`src/hdl/pcs_pkg.sv`:
```
// Shared constants and types of the PWM switching clock controller.
package pcs_pkg;
   // ----------------------------------------------------------------
   // Register map
   // ----------------------------------------------------------------
   localparam int ADDR_W = 6;
   localparam logic [5:0] OFF_FREQ_SEL = 6'h00;
   localparam logic [5:0] OFF_SYNC_MODE = 6'h04;
   localparam logic [5:0] OFF_WIN_PCT = 6'h08;
   localparam logic [5:0] OFF_EXP_CNT = 6'h0C;
   localparam logic [5:0] OFF_DUTY_LIM0 = 6'h10;
   localparam logic [5:0] OFF_STATUS = 6'h20;
   localparam int NUM_CH = 4;
   // ----------------------------------------------------------------
   // Field positions
   // ----------------------------------------------------------------
   localparam int FS_OSC_LSB = 4;
   localparam int FS_DIV_LSB = 0;
   localparam int SM_EXT_BIT = 0;
   localparam int SM_SLAVE_BIT = 1;
   localparam int SM_AUTO_BIT = 2;
   localparam int SM_MASTER_BIT = 3;
   localparam int ST_STATE_LSB = 0;
   localparam int ST_EXT_OK_BIT = 2;
   localparam int ST_EXT_FAIL_BIT = 3;
   localparam int ST_UNSUP_BIT = 4;
   localparam int ST_LOADED_BIT = 5;
   localparam int ST_COUNT_LSB = 16;
   // ----------------------------------------------------------------
   // Reset values
   // ----------------------------------------------------------------
   localparam logic [7:0] FREQ_SEL_RST = 8'h11;
   localparam logic [7:0] SYNC_MODE_RST = 8'h00;
   localparam logic [7:0] WIN_PCT_RST = 8'h05;
   localparam logic [15:0] EXP_CNT_RST = 16'h0000;
   localparam logic [7:0] DUTY_LIM_RST = 8'h64;
   // ----------------------------------------------------------------
   // Timing and frequency figures
   // ----------------------------------------------------------------
   localparam int OSC_TOP_KHZ = 48000;
   localparam int OSC_STEP_KHZ = 3200;
   localparam int MIN_FSW_KHZ = 300;
   localparam int CYC_PER_DIV = 16;
   localparam int SAMPLE_CYC = 16;
   localparam int MIN_ON_NS = 40;
   localparam int NS_PER_S_BY_KHZ = 1000000;
   localparam int PCT_FULL = 100;
   localparam int DUTY_SHIFT = 8;
   localparam int MEAS_CYC_DEF = 256;

   // Clock source states.
   typedef enum logic [1:0] {CS_LOAD, CS_INT, CS_EXT} pcs_clk_state_t;

   // Main oscillator frequency in kHz for a three-bit code.
   function automatic int pcs_osc_khz(input logic [2:0] code);
      return OSC_TOP_KHZ - OSC_STEP_KHZ * int'(code);
   endfunction : pcs_osc_khz
endpackage : pcs_pkg

```
`src/hdl/pcs_tim_if.sv`:
```
// Period timing shared between the controller and its PWM channels.
`timescale 1ns/1ns
interface pcs_tim_if;
   logic [7:0] cnt;     // Position inside the period, in oscillator ticks.
   logic [7:0] period;  // Period length in ticks.
   logic [7:0] max_on;  // Longest on time leaving the sampling window.
   logic [7:0] min_on;  // Shortest allowed on pulse.
   logic start;         // First tick of a period.
   logic run;           // Switching allowed.
   modport ctrl (output cnt, period, max_on, min_on, start, run);
   modport chan (input cnt, period, max_on, min_on, start, run);
endinterface : pcs_tim_if

```
`src/hdl/pcs_pwm_chan.sv`:
```
// One PWM channel with on-time limits and duty clamp.
`timescale 1ns/1ns
module pcs_pwm_chan (
   input wire logic sys_clk_i,     // System clock.
   input wire logic rst_i,         // Asynchronous reset, active high.
   pcs_tim_if.chan tim,            // Period timing.
   input wire logic [7:0] duty_cmd_i, // Requested duty, units of 1/256.
   input wire logic [7:0] duty_lim_i, // Duty limit in percent.
   output logic hs_o,              // High-side drive.
   output logic ls_o,              // Low-side drive.
   output logic clamped_o          // Duty was clamped this period.
);
   logic [15:0] req_prod;
   logic [15:0] lim_prod;
   logic [7:0] req_on;
   logic [7:0] lim_on;
   logic [7:0] on_next;
   logic clamp_next;
   logic [7:0] on_reg;

   // Work out the on time for the coming period.
   always_comb begin
      req_prod = duty_cmd_i * tim.period;
      lim_prod = (duty_lim_i * tim.period) / 16'(pcs_pkg::PCT_FULL);
      req_on = req_prod[15:8];
      lim_on = lim_prod[7:0];
      on_next = req_on;
      clamp_next = 1'b0;
      if (on_next >= lim_on) begin
         on_next = lim_on;
         clamp_next = (req_on != 8'h00);
      end
      if (on_next > tim.max_on) begin
         on_next = tim.max_on;
         clamp_next = 1'b1;
      end
      if (on_next != 8'h00 && on_next < tim.min_on) begin
         on_next = tim.min_on;
      end
   end

   // Latch the on time once per period.
   always_ff @(posedge sys_clk_i or posedge rst_i) begin
      if (rst_i) begin
         on_reg <= 8'h00;
         clamped_o <= 1'b0;
      end else if (tim.start) begin
         on_reg <= tim.run ? on_next : 8'h00;
         clamped_o <= tim.run & clamp_next;
      end
   end

   // Drive the switches; while running, low side takes every tick the high side does not.
   always_ff @(posedge sys_clk_i or posedge rst_i) begin
      if (rst_i) begin
         hs_o <= 1'b0;
         ls_o <= 1'b0;
      end else begin
         hs_o <= tim.run && (tim.cnt < on_reg);
         ls_o <= tim.run && !(tim.cnt < on_reg);
      end
   end
endmodule : pcs_pwm_chan

```
`src/hdl/pcs_top.sv`:
```
// Switching clock controller: frequency select, duty limits, clock sync.
`timescale 1ns/1ns
module pcs_top #(
   parameter int MEAS_CYC = pcs_pkg::MEAS_CYC_DEF  // Measurement interval in ticks.
) (
   input wire logic sys_clk_i,        // System clock, 10 MHz.
   input wire logic rst_i,            // Asynchronous reset, active high.
   input wire logic psel,             // APB select.
   input wire logic penable,          // APB enable.
   input wire logic pwrite,           // APB write.
   input wire logic [31:0] paddr,     // APB address.
   input wire logic [31:0] pwdata,    // APB write data.
   output logic [31:0] prdata,        // APB read data.
   output logic pready,               // APB ready.
   output logic pslverr,              // APB error.
   input wire logic cfg_loaded_i,     // Configuration memory loaded (pin).
   input wire logic ext_clk_i,        // External clock on the GPIO input.
   input wire logic [31:0] duty_cmd_i, // Four duty demands, 8 bits each.
   output logic [3:0] hs_o,           // High-side drives.
   output logic [3:0] ls_o,           // Low-side drives.
   output logic [3:0] clamped_o,      // Duty clamp flags.
   output logic main_clk_ext_o,       // Main clock taken from external.
   output logic clk_out_o,            // Forwarded clock to a slave.
   output logic sync_out_o            // Phase sync to a slave.
);
   // ----------------------------------------------------------------
   // Registers and bus slave
   // ----------------------------------------------------------------
   logic [7:0] freq_sel_reg;
   logic [7:0] sync_mode_reg;
   logic [7:0] win_pct_reg;
   logic [15:0] exp_cnt_reg;
   logic [7:0] duty_lim_reg [pcs_pkg::NUM_CH];
   logic [31:0] status;
   logic [31:0] rd_next;
   logic mapped;
   logic wr_en;
   logic [5:0] addr;
   pcs_pkg::pcs_clk_state_t state_reg;
   pcs_pkg::pcs_clk_state_t state_next;

   assign addr = paddr[5:0];
   assign wr_en = psel & penable & pwrite & mapped;
   assign pready = penable;
   assign pslverr = psel & penable & !mapped;

   // Decode the address and select read data.
   always_comb begin
      mapped = (paddr[31:6] == 26'h0000000) && (addr[1:0] == 2'h0) &&
               (addr <= pcs_pkg::OFF_STATUS);
      rd_next = 32'h00000000;
      unique case (addr)
         pcs_pkg::OFF_FREQ_SEL: rd_next = {24'h000000, freq_sel_reg};
         pcs_pkg::OFF_SYNC_MODE: rd_next = {24'h000000, sync_mode_reg};
         pcs_pkg::OFF_WIN_PCT: rd_next = {24'h000000, win_pct_reg};
         pcs_pkg::OFF_EXP_CNT: rd_next = {16'h0000, exp_cnt_reg};
         pcs_pkg::OFF_STATUS: rd_next = status;
         default: begin
            if (addr >= pcs_pkg::OFF_DUTY_LIM0 && addr < pcs_pkg::OFF_STATUS) begin
               rd_next = {24'h000000, duty_lim_reg[addr[3:2]]};
            end
         end
      endcase
   end

   // Read data is captured in the setup phase and shown in the access phase.
   always_ff @(posedge sys_clk_i or posedge rst_i) begin
      if (rst_i) begin
         prdata <= 32'h00000000;
      end else if (psel && !penable && !pwrite) begin
         prdata <= rd_next;
      end
   end

   // Software-written configuration.
   always_ff @(posedge sys_clk_i or posedge rst_i) begin
      if (rst_i) begin
         freq_sel_reg <= pcs_pkg::FREQ_SEL_RST;
         sync_mode_reg <= pcs_pkg::SYNC_MODE_RST;
         win_pct_reg <= pcs_pkg::WIN_PCT_RST;
         exp_cnt_reg <= pcs_pkg::EXP_CNT_RST;
         for (int i = 0; i < pcs_pkg::NUM_CH; i++) begin
            duty_lim_reg[i] <= pcs_pkg::DUTY_LIM_RST;
         end
      end else if (wr_en) begin
         if (addr == pcs_pkg::OFF_FREQ_SEL) begin
            freq_sel_reg <= {1'b0, pwdata[6:4], 1'b0, pwdata[2:0]};
         end
         if (addr == pcs_pkg::OFF_SYNC_MODE) begin
            sync_mode_reg <= {4'h0, pwdata[3:0]};
         end
         if (addr == pcs_pkg::OFF_WIN_PCT) begin
            win_pct_reg <= pwdata[7:0];
         end
         if (addr == pcs_pkg::OFF_EXP_CNT) begin
            exp_cnt_reg <= pwdata[15:0];
         end
         if (addr >= pcs_pkg::OFF_DUTY_LIM0 && addr < pcs_pkg::OFF_STATUS) begin
            duty_lim_reg[addr[3:2]] <= pwdata[7:0];
         end
      end
   end

   // ----------------------------------------------------------------
   // Frequency and period
   // ----------------------------------------------------------------
   logic [2:0] osc_code;
   logic [2:0] div_code;
   logic unsupported;
   logic [7:0] cnt_reg;
   logic [7:0] act_sel_reg;
   pcs_tim_if tim ();

   assign osc_code = act_sel_reg[pcs_pkg::FS_OSC_LSB +: 3];
   assign div_code = act_sel_reg[pcs_pkg::FS_DIV_LSB +: 3];
   // Too slow means the oscillator is below 300 kHz times the divided period.
   assign unsupported = (div_code == 3'h0) || (pcs_pkg::pcs_osc_khz(osc_code) <
      pcs_pkg::MIN_FSW_KHZ * pcs_pkg::CYC_PER_DIV * (int'(div_code) + 1));
   assign tim.period = 8'(pcs_pkg::CYC_PER_DIV * (int'(div_code) + 1));
   assign tim.max_on = tim.period - 8'(pcs_pkg::SAMPLE_CYC);
   // Shortest pulse in oscillator ticks, rounded up.
   assign tim.min_on = 8'((pcs_pkg::MIN_ON_NS * pcs_pkg::pcs_osc_khz(osc_code) +
      pcs_pkg::NS_PER_S_BY_KHZ - 1) / pcs_pkg::NS_PER_S_BY_KHZ);
   assign tim.run = !unsupported && (state_reg != pcs_pkg::CS_LOAD);
   assign tim.cnt = cnt_reg;
   assign tim.start = (cnt_reg == 8'h00);

   // Period counter; one tick stands for one main oscillator cycle.
   // A new frequency select takes effect only at a period boundary, so that the period
   // length and the on times latched for it always belong to one setting.
   always_ff @(posedge sys_clk_i or posedge rst_i) begin
      if (rst_i) begin
         cnt_reg <= 8'h00;
         act_sel_reg <= pcs_pkg::FREQ_SEL_RST;
      end else if (cnt_reg >= tim.period - 8'h01) begin
         cnt_reg <= 8'h00;
         act_sel_reg <= freq_sel_reg;
      end else begin
         cnt_reg <= cnt_reg + 8'h01;
      end
   end

   // One channel per output.
   for (genvar g = 0; g < pcs_pkg::NUM_CH; g++) begin : g_ch
      pcs_pwm_chan u_chan (
         .sys_clk_i (sys_clk_i),
         .rst_i (rst_i),
         .tim (tim),
         .duty_cmd_i (duty_cmd_i[8*g +: 8]),
         .duty_lim_i (duty_lim_reg[g]),
         .hs_o (hs_o[g]),
         .ls_o (ls_o[g]),
         .clamped_o (clamped_o[g])
      );
   end

   // ----------------------------------------------------------------
   // Pin synchronisers and frequency detector
   // ----------------------------------------------------------------
   logic ld_s1_reg;
   logic ld_s2_reg;
   logic ext_s1_reg;
   logic ext_s2_reg;
   logic ext_d_reg;
   logic [15:0] meas_reg;
   logic [15:0] edge_reg;
   logic [15:0] last_cnt_reg;
   logic meas_done;
   logic win_ok;
   logic [15:0] diff;
   logic ext_ok_reg;
   logic ext_fail_reg;

   // Two flip-flops for each asynchronous pin.
   always_ff @(posedge sys_clk_i or posedge rst_i) begin
      if (rst_i) begin
         ld_s1_reg <= 1'b0;
         ld_s2_reg <= 1'b0;
         ext_s1_reg <= 1'b0;
         ext_s2_reg <= 1'b0;
         ext_d_reg <= 1'b0;
      end else begin
         ld_s1_reg <= cfg_loaded_i;
         ld_s2_reg <= ld_s1_reg;
         ext_s1_reg <= ext_clk_i;
         ext_s2_reg <= ext_s1_reg;
         ext_d_reg <= ext_s2_reg;
      end
   end

   assign meas_done = (meas_reg == 16'(MEAS_CYC - 1));
   assign diff = (edge_reg > exp_cnt_reg) ? edge_reg - exp_cnt_reg : exp_cnt_reg - edge_reg;
   // In window when edges were seen and the error is within the percentage.
   assign win_ok = (edge_reg != 16'h0000) &&
      (32'(diff) * 32'(pcs_pkg::PCT_FULL) <= 32'(exp_cnt_reg) * 32'(win_pct_reg));

   // Count external rising edges over each measurement interval.
   always_ff @(posedge sys_clk_i or posedge rst_i) begin
      if (rst_i) begin
         meas_reg <= 16'h0000;
         edge_reg <= 16'h0000;
         last_cnt_reg <= 16'h0000;
         ext_ok_reg <= 1'b0;
      end else if (meas_done) begin
         meas_reg <= 16'h0000;
         edge_reg <= 16'h0000;
         last_cnt_reg <= edge_reg;
         ext_ok_reg <= win_ok;
      end else begin
         meas_reg <= meas_reg + 16'h0001;
         if (ext_s2_reg && !ext_d_reg && edge_reg != 16'hFFFF) begin
            edge_reg <= edge_reg + 16'h0001;
         end
      end
   end

   // ----------------------------------------------------------------
   // Clock source selection
   // ----------------------------------------------------------------
   logic want_ext;
   logic auto_back;
   logic master;

   assign want_ext = sync_mode_reg[pcs_pkg::SM_EXT_BIT] | sync_mode_reg[pcs_pkg::SM_SLAVE_BIT];
   assign auto_back = sync_mode_reg[pcs_pkg::SM_AUTO_BIT];
   assign master = sync_mode_reg[pcs_pkg::SM_MASTER_BIT];

   // Next clock source.
   always_comb begin
      state_next = state_reg;
      unique case (state_reg)
         pcs_pkg::CS_LOAD: begin
            if (ld_s2_reg) begin
               state_next = pcs_pkg::CS_INT;
            end
         end
         pcs_pkg::CS_INT: begin
            if (want_ext && meas_done && win_ok) begin
               state_next = pcs_pkg::CS_EXT;
            end
         end
         pcs_pkg::CS_EXT: begin
            if (!want_ext || (meas_done && !win_ok && auto_back)) begin
               state_next = pcs_pkg::CS_INT;
            end
         end
         default: state_next = pcs_pkg::CS_INT;
      endcase
   end

   // Source state; reset always lands in the load state, CS_LOAD.
   always_ff @(posedge sys_clk_i or posedge rst_i) begin
      if (rst_i) begin
         state_reg <= pcs_pkg::CS_LOAD;
      end else begin
         state_reg <= state_next;
      end
   end

   // External failure flag: set on a bad interval while external, cleared on switch-in.
   always_ff @(posedge sys_clk_i or posedge rst_i) begin
      if (rst_i) begin
         ext_fail_reg <= 1'b0;
      end else if (state_reg == pcs_pkg::CS_EXT && meas_done && !win_ok) begin
         ext_fail_reg <= 1'b1;
      end else if (state_reg == pcs_pkg::CS_INT && state_next == pcs_pkg::CS_EXT) begin
         ext_fail_reg <= 1'b0;
      end
   end

   // Clock select and master outputs, only once configuration is loaded.
   always_ff @(posedge sys_clk_i or posedge rst_i) begin
      if (rst_i) begin
         main_clk_ext_o <= 1'b0;
         clk_out_o <= 1'b0;
         sync_out_o <= 1'b0;
      end else begin
         main_clk_ext_o <= (state_next == pcs_pkg::CS_EXT);
         clk_out_o <= master && state_reg != pcs_pkg::CS_LOAD && !clk_out_o;
         sync_out_o <= master && state_reg != pcs_pkg::CS_LOAD && tim.start;
      end
   end

   assign status = {last_cnt_reg, 10'h000, ld_s2_reg, unsupported, ext_fail_reg,
      ext_ok_reg, state_reg};
endmodule : pcs_top

```
`config.mk`:
```
export PLATFORM = sky130hd
export DESIGN_NAME = pcs_top
export DESIGN_NICKNAME = d
export VERILOG_FILES = /design/src/hdl/pcs_pkg.sv /design/src/hdl/pcs_tim_if.sv /design/src/hdl/pcs_pwm_chan.sv /design/src/hdl/pcs_top.sv
export SDC_FILE = /design/constraint.sdc
export NUM_CORES = 2
export LEC_CHECK = 0
export ABC_AREA = 0
export BUFFER_PORTS_ARGS = -buffer_cell sky130_fd_sc_hd__buf_4
export CAP_MARGIN = 20
export CORE_ASPECT_RATIO = 1.25
export CORE_MARGIN = 1
export CORE_UTILIZATION = 60
export CTS_CLUSTER_SIZE = 12
export DETAILED_ROUTE_END_ITERATION = 6
export GPL_TIMING_DRIVEN = 1
export PLACE_DENSITY = 0.8
export SLEW_MARGIN = 20
export SYNTH_ARGS = -nofsm -noshare
export SYNTH_HDL_FRONTEND = slang
export SYNTH_HIERARCHICAL = 1
export SYNTH_SLANG_ARGS = --single-unit
```
`constraint.sdc`:
```
create_clock -name sys_clk_i -period 14.7 [get_ports sys_clk_i]
set_input_delay 0.735 -clock sys_clk_i [delete_from_list [all_inputs] [get_ports sys_clk_i]]
set_output_delay 0.735 -clock sys_clk_i [all_outputs]
set_load 0.02 [all_outputs]
```
=== Word level (Yosys, flattened, before mapping) ===
Cells that the tools add are included.

* Bits of input ports: 103
* Flip-flop bits (word level): 216
* Output and inout port bits: 49

* Divide/modulo/power cells: 5
* Equal/unequal tests: 9
* Bitwise operators: 10
* Add/sub/neg operators: 11
* Multiply operators: 13
* Reductions and logical operators: 69
* Multiplexer cells: 43
* Magnitude comparators: 25

{| class="wikitable"
|+ Operators by type and width
! kind !! number
|-
| $mux W8 || 21
|-
| $pmux W32 S5 || 1
|-
| $mul A8 B4 Y12 || 8
|-
| $div A16 B7 Y16 const B || 4
|-
| $lt A8 B8 Y1 || 8
|-
| $mux W16 || 4
|-
| $reduce_bool A8 Y1 || 8
|-
| $ge A8 B8 Y1 || 5
|-
| $add A16 B1 Y16 const B || 2
|-
| $bwmux W32 || 1
|-
| $div A32 B21 Y32 const B || 1
|-
| $gt A8 B8 Y1 || 4
|-
| $logic_and A1 B1 Y1 || 32
|-
| $lt A17 B32 Y1 || 1
|-
| $mul A8 B32 Y26 const A || 1
|-
| $sub A16 B16 Y16 || 2
|-
| $logic_not A26 Y1 || 1
|-
| $sub A25 B2 Y26 const B || 1
|-
| $add A24 B21 Y25 const B || 1
|-
| $le A23 B24 Y1 || 1
|-
| $mul A16 B8 Y24 || 1
|-
| $mul A16 B5 Y21 const B || 1
|-
| $mul A4 B17 Y21 const A || 1
|-
| $sub A16 B15 Y17 const A || 1
|-
| other kinds (35) || 74
|}

=== Logic depth before layout (Yosys ltp) ===
* Depth after elaboration: 15
* Depth in mapped cells: 76

=== Modules after synthesis ===
The synthesis kept the hierarchy.

{| class="wikitable"
|+ By module, submodules not included
! module !! instances !! cells an instance !! area an instance (um2) !! sequential area each (um2)
|-
| pcs_top || 1 || 1794 || 16741.1 || 4326.6
|-
| pcs_pwm_chan at g_ch[0].u_chan ... || 2 || 994 || 7743.7 || 275.3
|-
| pcs_pwm_chan at g_ch[3].u_chan || 1 || 959 || 7603.5 || 275.3
|-
| pcs_pwm_chan at g_ch[1].u_chan || 1 || 949 || 7552.2 || 275.3
|}

=== Least setup slack after synthesis ===
OpenSTA, ideal clock, no wires.

* Path type: reg2reg
* From: reg act_sel_reg[0]
* To: reg g_ch[3].u_chan.on_reg[1]
* Period minus slack after synthesis: 15.606 ns
* Required time: 14.558 ns
* Path slack: -0.906 ns
* Buffers on the path: 3
* Stages on the path, launching flop included: 64
* Arrival: 15.464 ns
* Path through: dfstp_2 > ha_1 > xor2_1 > clkbuf_1 > and2_1 > fa_1 > fa_1 > fa_1 > fa_1 > ha_1 > and3_1 > and2_1 > a311oi_4 > xnor2_2 > nor2_1 > a311oi_1 > o22a_1 > nand3_1 > [28 not listed] > nand2_1 > o21ai_0 > ha_1 > nor2b_1 > o21a_1 > o21ai_0 > nand2b_1 > a21oi_1 > o21ai_0 > o21ai_1 > inv_1 > a21oi_1 > ha_1 > a21o_1 > a21o_1 > a311oi_2 > o21a_4 > o221ai_2

* Word-level cells in the longest chain between the ends: 11

{| class="wikitable"
|+ Ends and longest elaborated chain
! what !! RTL line !! RTL
|-
| start, declared || pcs_top.sv:111 || <nowiki>logic [7:0] act_sel_reg;</nowiki>
|-
| start signal, assigned || pcs_top.sv:134 || <nowiki>act_sel_reg <= pcs_pkg::FREQ_SEL_RST;</nowiki>
|-
| start signal, assigned || pcs_top.sv:137 || <nowiki>act_sel_reg <= freq_sel_reg;</nowiki>
|-
| $add A3 B1 Y4 (*) || pcs_top.sv:119 || <nowiki>assign tim.period = 8'(pcs_pkg::CYC_PER_DIV * (int'(div_code) + 1));</nowiki>
|-
| named net tim.period[6] || pcs_tim_if.sv:5 || <nowiki>logic [7:0] period;</nowiki>
|-
| $mul A8 B4 Y12 || pcs_pwm_chan.sv:24 || <nowiki>lim_prod = (duty_lim_i * tim.period) / 16'(pcs_pkg::PCT_FULL);</nowiki>
|-
| $div A16 B7 Y16 || pcs_pwm_chan.sv:24 ||
|-
| $ge A8 B8 Y1 || pcs_pwm_chan.sv:29 || <nowiki>if (on_next >= lim_on) begin</nowiki>
|-
| $mux W8 || pcs_pwm_chan.sv:29 ||
|-
| $gt A8 B8 Y1 || pcs_pwm_chan.sv:33 || <nowiki>if (on_next > tim.max_on) begin</nowiki>
|-
| $mux W8 || pcs_pwm_chan.sv:33 ||
|-
| $lt A8 B8 Y1 / $reduce_bool A8 Y1 (equally long branches) || pcs_pwm_chan.sv:37 || <nowiki>if (on_next != 8'h00 && on_next < tim.min_on) begin</nowiki>
|-
| $logic_and A1 B1 Y1 || pcs_pwm_chan.sv:37 ||
|-
| $mux W8 || pcs_pwm_chan.sv:37 ||
|-
| $mux W8 (*) || pcs_pwm_chan.sv:48 || <nowiki>on_reg <= tim.run ? on_next : 8'h00;</nowiki>
|-
| end signal, assigned || pcs_pwm_chan.sv:48 ||
|-
| end, declared || pcs_pwm_chan.sv:19 || <nowiki>logic [7:0] on_reg;</nowiki>
|}

Mark *: on every way through the listed nets, which the timed path passes. The rest lies on a longest branch.
A chain may end at the register's enable or synchronous reset.

=== Final worst setup path ===
* From: reg act_sel_reg[0]
* To: reg g_ch[1].u_chan.on_reg[7]

* Word-level cells in the longest chain between the ends: 11

{| class="wikitable"
|+ Ends and longest elaborated chain
! what !! RTL line
|-
| $add A3 B1 Y4 (*) || pcs_top.sv:119
|-
| named net tim.period[4] || pcs_tim_if.sv:5
|-
| $mul A8 B4 Y12 || pcs_pwm_chan.sv:24
|-
| $div A16 B7 Y16 || pcs_pwm_chan.sv:24
|-
| $ge A8 B8 Y1 || pcs_pwm_chan.sv:29
|-
| $mux W8 || pcs_pwm_chan.sv:29
|-
| $gt A8 B8 Y1 || pcs_pwm_chan.sv:33
|-
| $mux W8 || pcs_pwm_chan.sv:33
|-
| $lt A8 B8 Y1 / $reduce_bool A8 Y1 (equally long branches) || pcs_pwm_chan.sv:37
|-
| $logic_and A1 B1 Y1 || pcs_pwm_chan.sv:37
|-
| $mux W8 || pcs_pwm_chan.sv:37
|-
| $mux W8 (*) || pcs_pwm_chan.sv:48
|-
| end signal, assigned || pcs_pwm_chan.sv:48
|-
| end, declared || pcs_pwm_chan.sv:19
|}

Marks and branches as above.

==> impl_metrics.toml <==
[critical_path]
r2r.worst_path.cells = 69
cp_slowest_cell = "dfstp_2"
crit_required_ns = 15.15
cp-end-kind = "flop"
crit_top_cell = "o21ai_1"
startpoint = "act_sel_reg[0]"
critical_path.max_fanout = 9
cpPeakStageDelay_ns = 0.59
worstPathArrival_ns = 14.91
crit_type = "reg2reg"
worstSetupStartpointType = "flop"
rr_startpoint = "act_sel_reg[0]"
reg2reg_setup_slack_ns = 0.24
rr_endpoint = "g_ch[1].u_chan/on_reg[7]"
endpoint = "g_ch[1].u_chan/on_reg[7]"

[floorplanning]
row_count = 114
die_y_um = 316
io_pins = 152
core_area_um2 = 77700
start_util = 0.610
die_x_um = 253
dieArea_um2 = 80100

[power_and_ir_drop]
p_leak_nw = 28.2
p_int_mw = 4.74
netSwitchingFraction = 0.500
power_switching_mw = 4.74
power_mw = 9.49
p_comb_frac = 0.864
pwr_density_cell_nw_per_um2 = 167
ir_worst_vdd_mv = 0.762
clkPwrFrac = 0.071
seqPwrFrac = 0.066

[grt]
grt_pass1_vias = 44500
antenna_found_initial = 1
grt_pass1_wl_um = 213000
overflow = 0
grt_usage = 0.320
grt_max_degree = 97

[routing]
initialDrtViolationCount = 3318
avgViaCountPerCell = 6.05
ant_nets = 0
detail_route.wl_per_cell_um = 18.1
vias = 44900
wl_um = 135000
drc_errors = 8
first_pass_iters = 7

[clocking]
cts_tree = "yes"
cts-buffers-inserted = 26
cts.clk_slew.worst_paths_ns = 0.06
cts_root_buf = "clkbuf_16"
cts_buffer_depth = 3
htree_levels = 1
cts.sinks = 216
hold_buffers = 0
clkLatencyLatePin_ns = 0.58

[layout]
multiInputGateArea_um2 = 41100
final_area_um2 = 56800
fin_nets = 7435
final_cell_mix = "739 x inv_1, 623 x buf_4, 574 x ha_1"
register_area_um2 = 5430
final_common_cell = "inv_1"
drive_gt1_frac = 0.211
area_growth_pct = 19.9
fill_cells = 5652

[timing]
fmaxAchievable_mhz = 69.1
min_period_ns = 14.46
final.period_utilization = 0.984
setup_viol = 0
timing.final.max_slew_violations = 0
slew_headroom = 0.306
hold_viol = 0
rsz0062_at_grt = "true"
tightest_slew_ns = 1.01
fin_worst_skew_ns = 0.0397
worst_hold_slack_ns = 0.252

[synth]
synth.distinct_cells = 147
async_flop_share = 1.00
synth_cells = 5690
avgSynthCellArea_um2 = 8.33
ys_ff_latch = 216
synth_edf_count = 0
synth-main-ff-cell = "dfrtp_1"
synth_warnings = 6
synth_area_um2 = 47400
seq_area_frac_synth = 0.115

[placed_design]
port_buffers = 135
dpl_cell_area_um2 = 52800
gp_congestion = 0.964
hpwlAfterDp_um = 101000

[run_status]
status = "finished with violations"
violations = "design-rule violations"

[worst_hold_path]
hp-class = "in2async"

[job]
maxCapViolCount = 0
[layer usage]
layer  vias up  routed length, um  GRT usage
met5         -                  0          0
li1      20900                  -          -
met3       463               7800     0.0366
met1     21900              51400      0.374
met2      1614              69300      0.592
met4         0               6040      0.126
[cell usage after synthesis, types with 36 or more instances]
cell	n	share of area
dfrtp_1	198	0.10
mux2_2	96	0.023
inv_1	745	0.059
a31oi_1	46	0.0061
nand4_1	39	0.0051
o21a_1	57	0.0090
nor4_1	42	0.0055
xor2_1	65	0.012
nand2_1	520	0.041
nor2b_1	60	0.0079
fa_1	384	0.16
ha_1	597	0.16
o21ai_0	200	0.021
mux2i_1	56	0.012
xnor2_1	144	0.027
nand3_1	185	0.020
nor3_1	99	0.010
clkbuf_1	137	0.011
a211oi_1	42	0.0067
a21oi_1	224	0.024
o211ai_1	59	0.0093
o21ai_1	36	0.0038
nand2b_1	63	0.0083
a21o_1	69	0.011
a211o_1	38	0.0070
nor2_1	266	0.021
and3_1	71	0.0094
and2_1	433	0.057
[layout make-up]
| cell class | count | area share |
|---|---|---|
| sequential | 216 | 0.0955 |
| timing repair buffer | 668 | 0.0935 |
| multi-input combinational | 4690 | 0.723 |
| tap | 1044 | 0.0230 |
| clock inverter | 11 | 0.00275 |
| inverter | 749 | 0.0497 |
| antenna | 1 | 0.0000440 |
| clock buffer | 35 | 0.0128 |
[power by group through the flow]
stage | clock [mW] | sequential [mW] | combinational, mW
finish | 0.670 | 0.622 | 8.19
global route | 0.701 | 0.623 | 9.16
CTS | 0.675 | 0.622 | 7.78
detailed placement | 0 | 0.632 | 7.65
global placement | 0 | 0.632 | 7.27
floorplan | 0 | 0.629 | 5.83
[per-stage QoR]
stage / TNS [ns] / cells / setup slack [ns] / utilization
after global placement: -0.135 / 7268 / -0.0209 / 0.679
after floorplan: 0 / 5859 / 0.00501 / -
after detailed placement: -2.29 / 7268 / -0.234 / 0.679
after CTS: 0 / 7319 / 0.0231 / 0.694
after global routing: -6.63 / 7413 / -0.518 / 0.731
final: 0 / 7414 / 0.237 / 0.731
[worst min-delay path by stage]
| stage | to | cells past startpoint |
|---|---|---|
| global placement | ext_s2_reg | 0 |
| detailed placement | ext_s2_reg | 0 |
| CTS | g_ch[0].u_chan/on_reg[0] | 2 |
| finish | g_ch[0].u_chan/on_reg[2] | 2 |
| global route | ld_s1_reg | 1 |
| floorplan | ext_s2_reg | 0 |
[kinds of logic (layout without fill, tap and decap cells)]
family          after synthesis  count (layout)  synth area share
other cells                   1             171         0.0000791
flops                       216             216             0.115
xor+xnor                    217             217            0.0420
mux                         167             167            0.0411
fa+ha+maj                   986             986             0.321
simple gates               1927            1927             0.212
compound gates             1223            1223             0.191
buf+inv                     953            1463            0.0790
[critical path, delay by kind of cell (launching register included)]
family / cells / cell delay [ns]
compound gates: 28 / 4.86
fa+ha+maj: 9 / 3.27
simple gates: 17 / 3.12
buf+inv: 11 / 1.42
mux: 3 / 0.86
flops: 1 / 0.59
xor+xnor: 1 / 0.22
[what timing repair did]
item | 4_1_cts | 5_1_grt
gates resized for setup | 30 | 473
buffers inserted | 3 | 92
pin swaps | 4 | 230
gates cloned | 2 | 3
setup endpoints to repair | 26 | 33
Power figures use the tool's default switching activity.
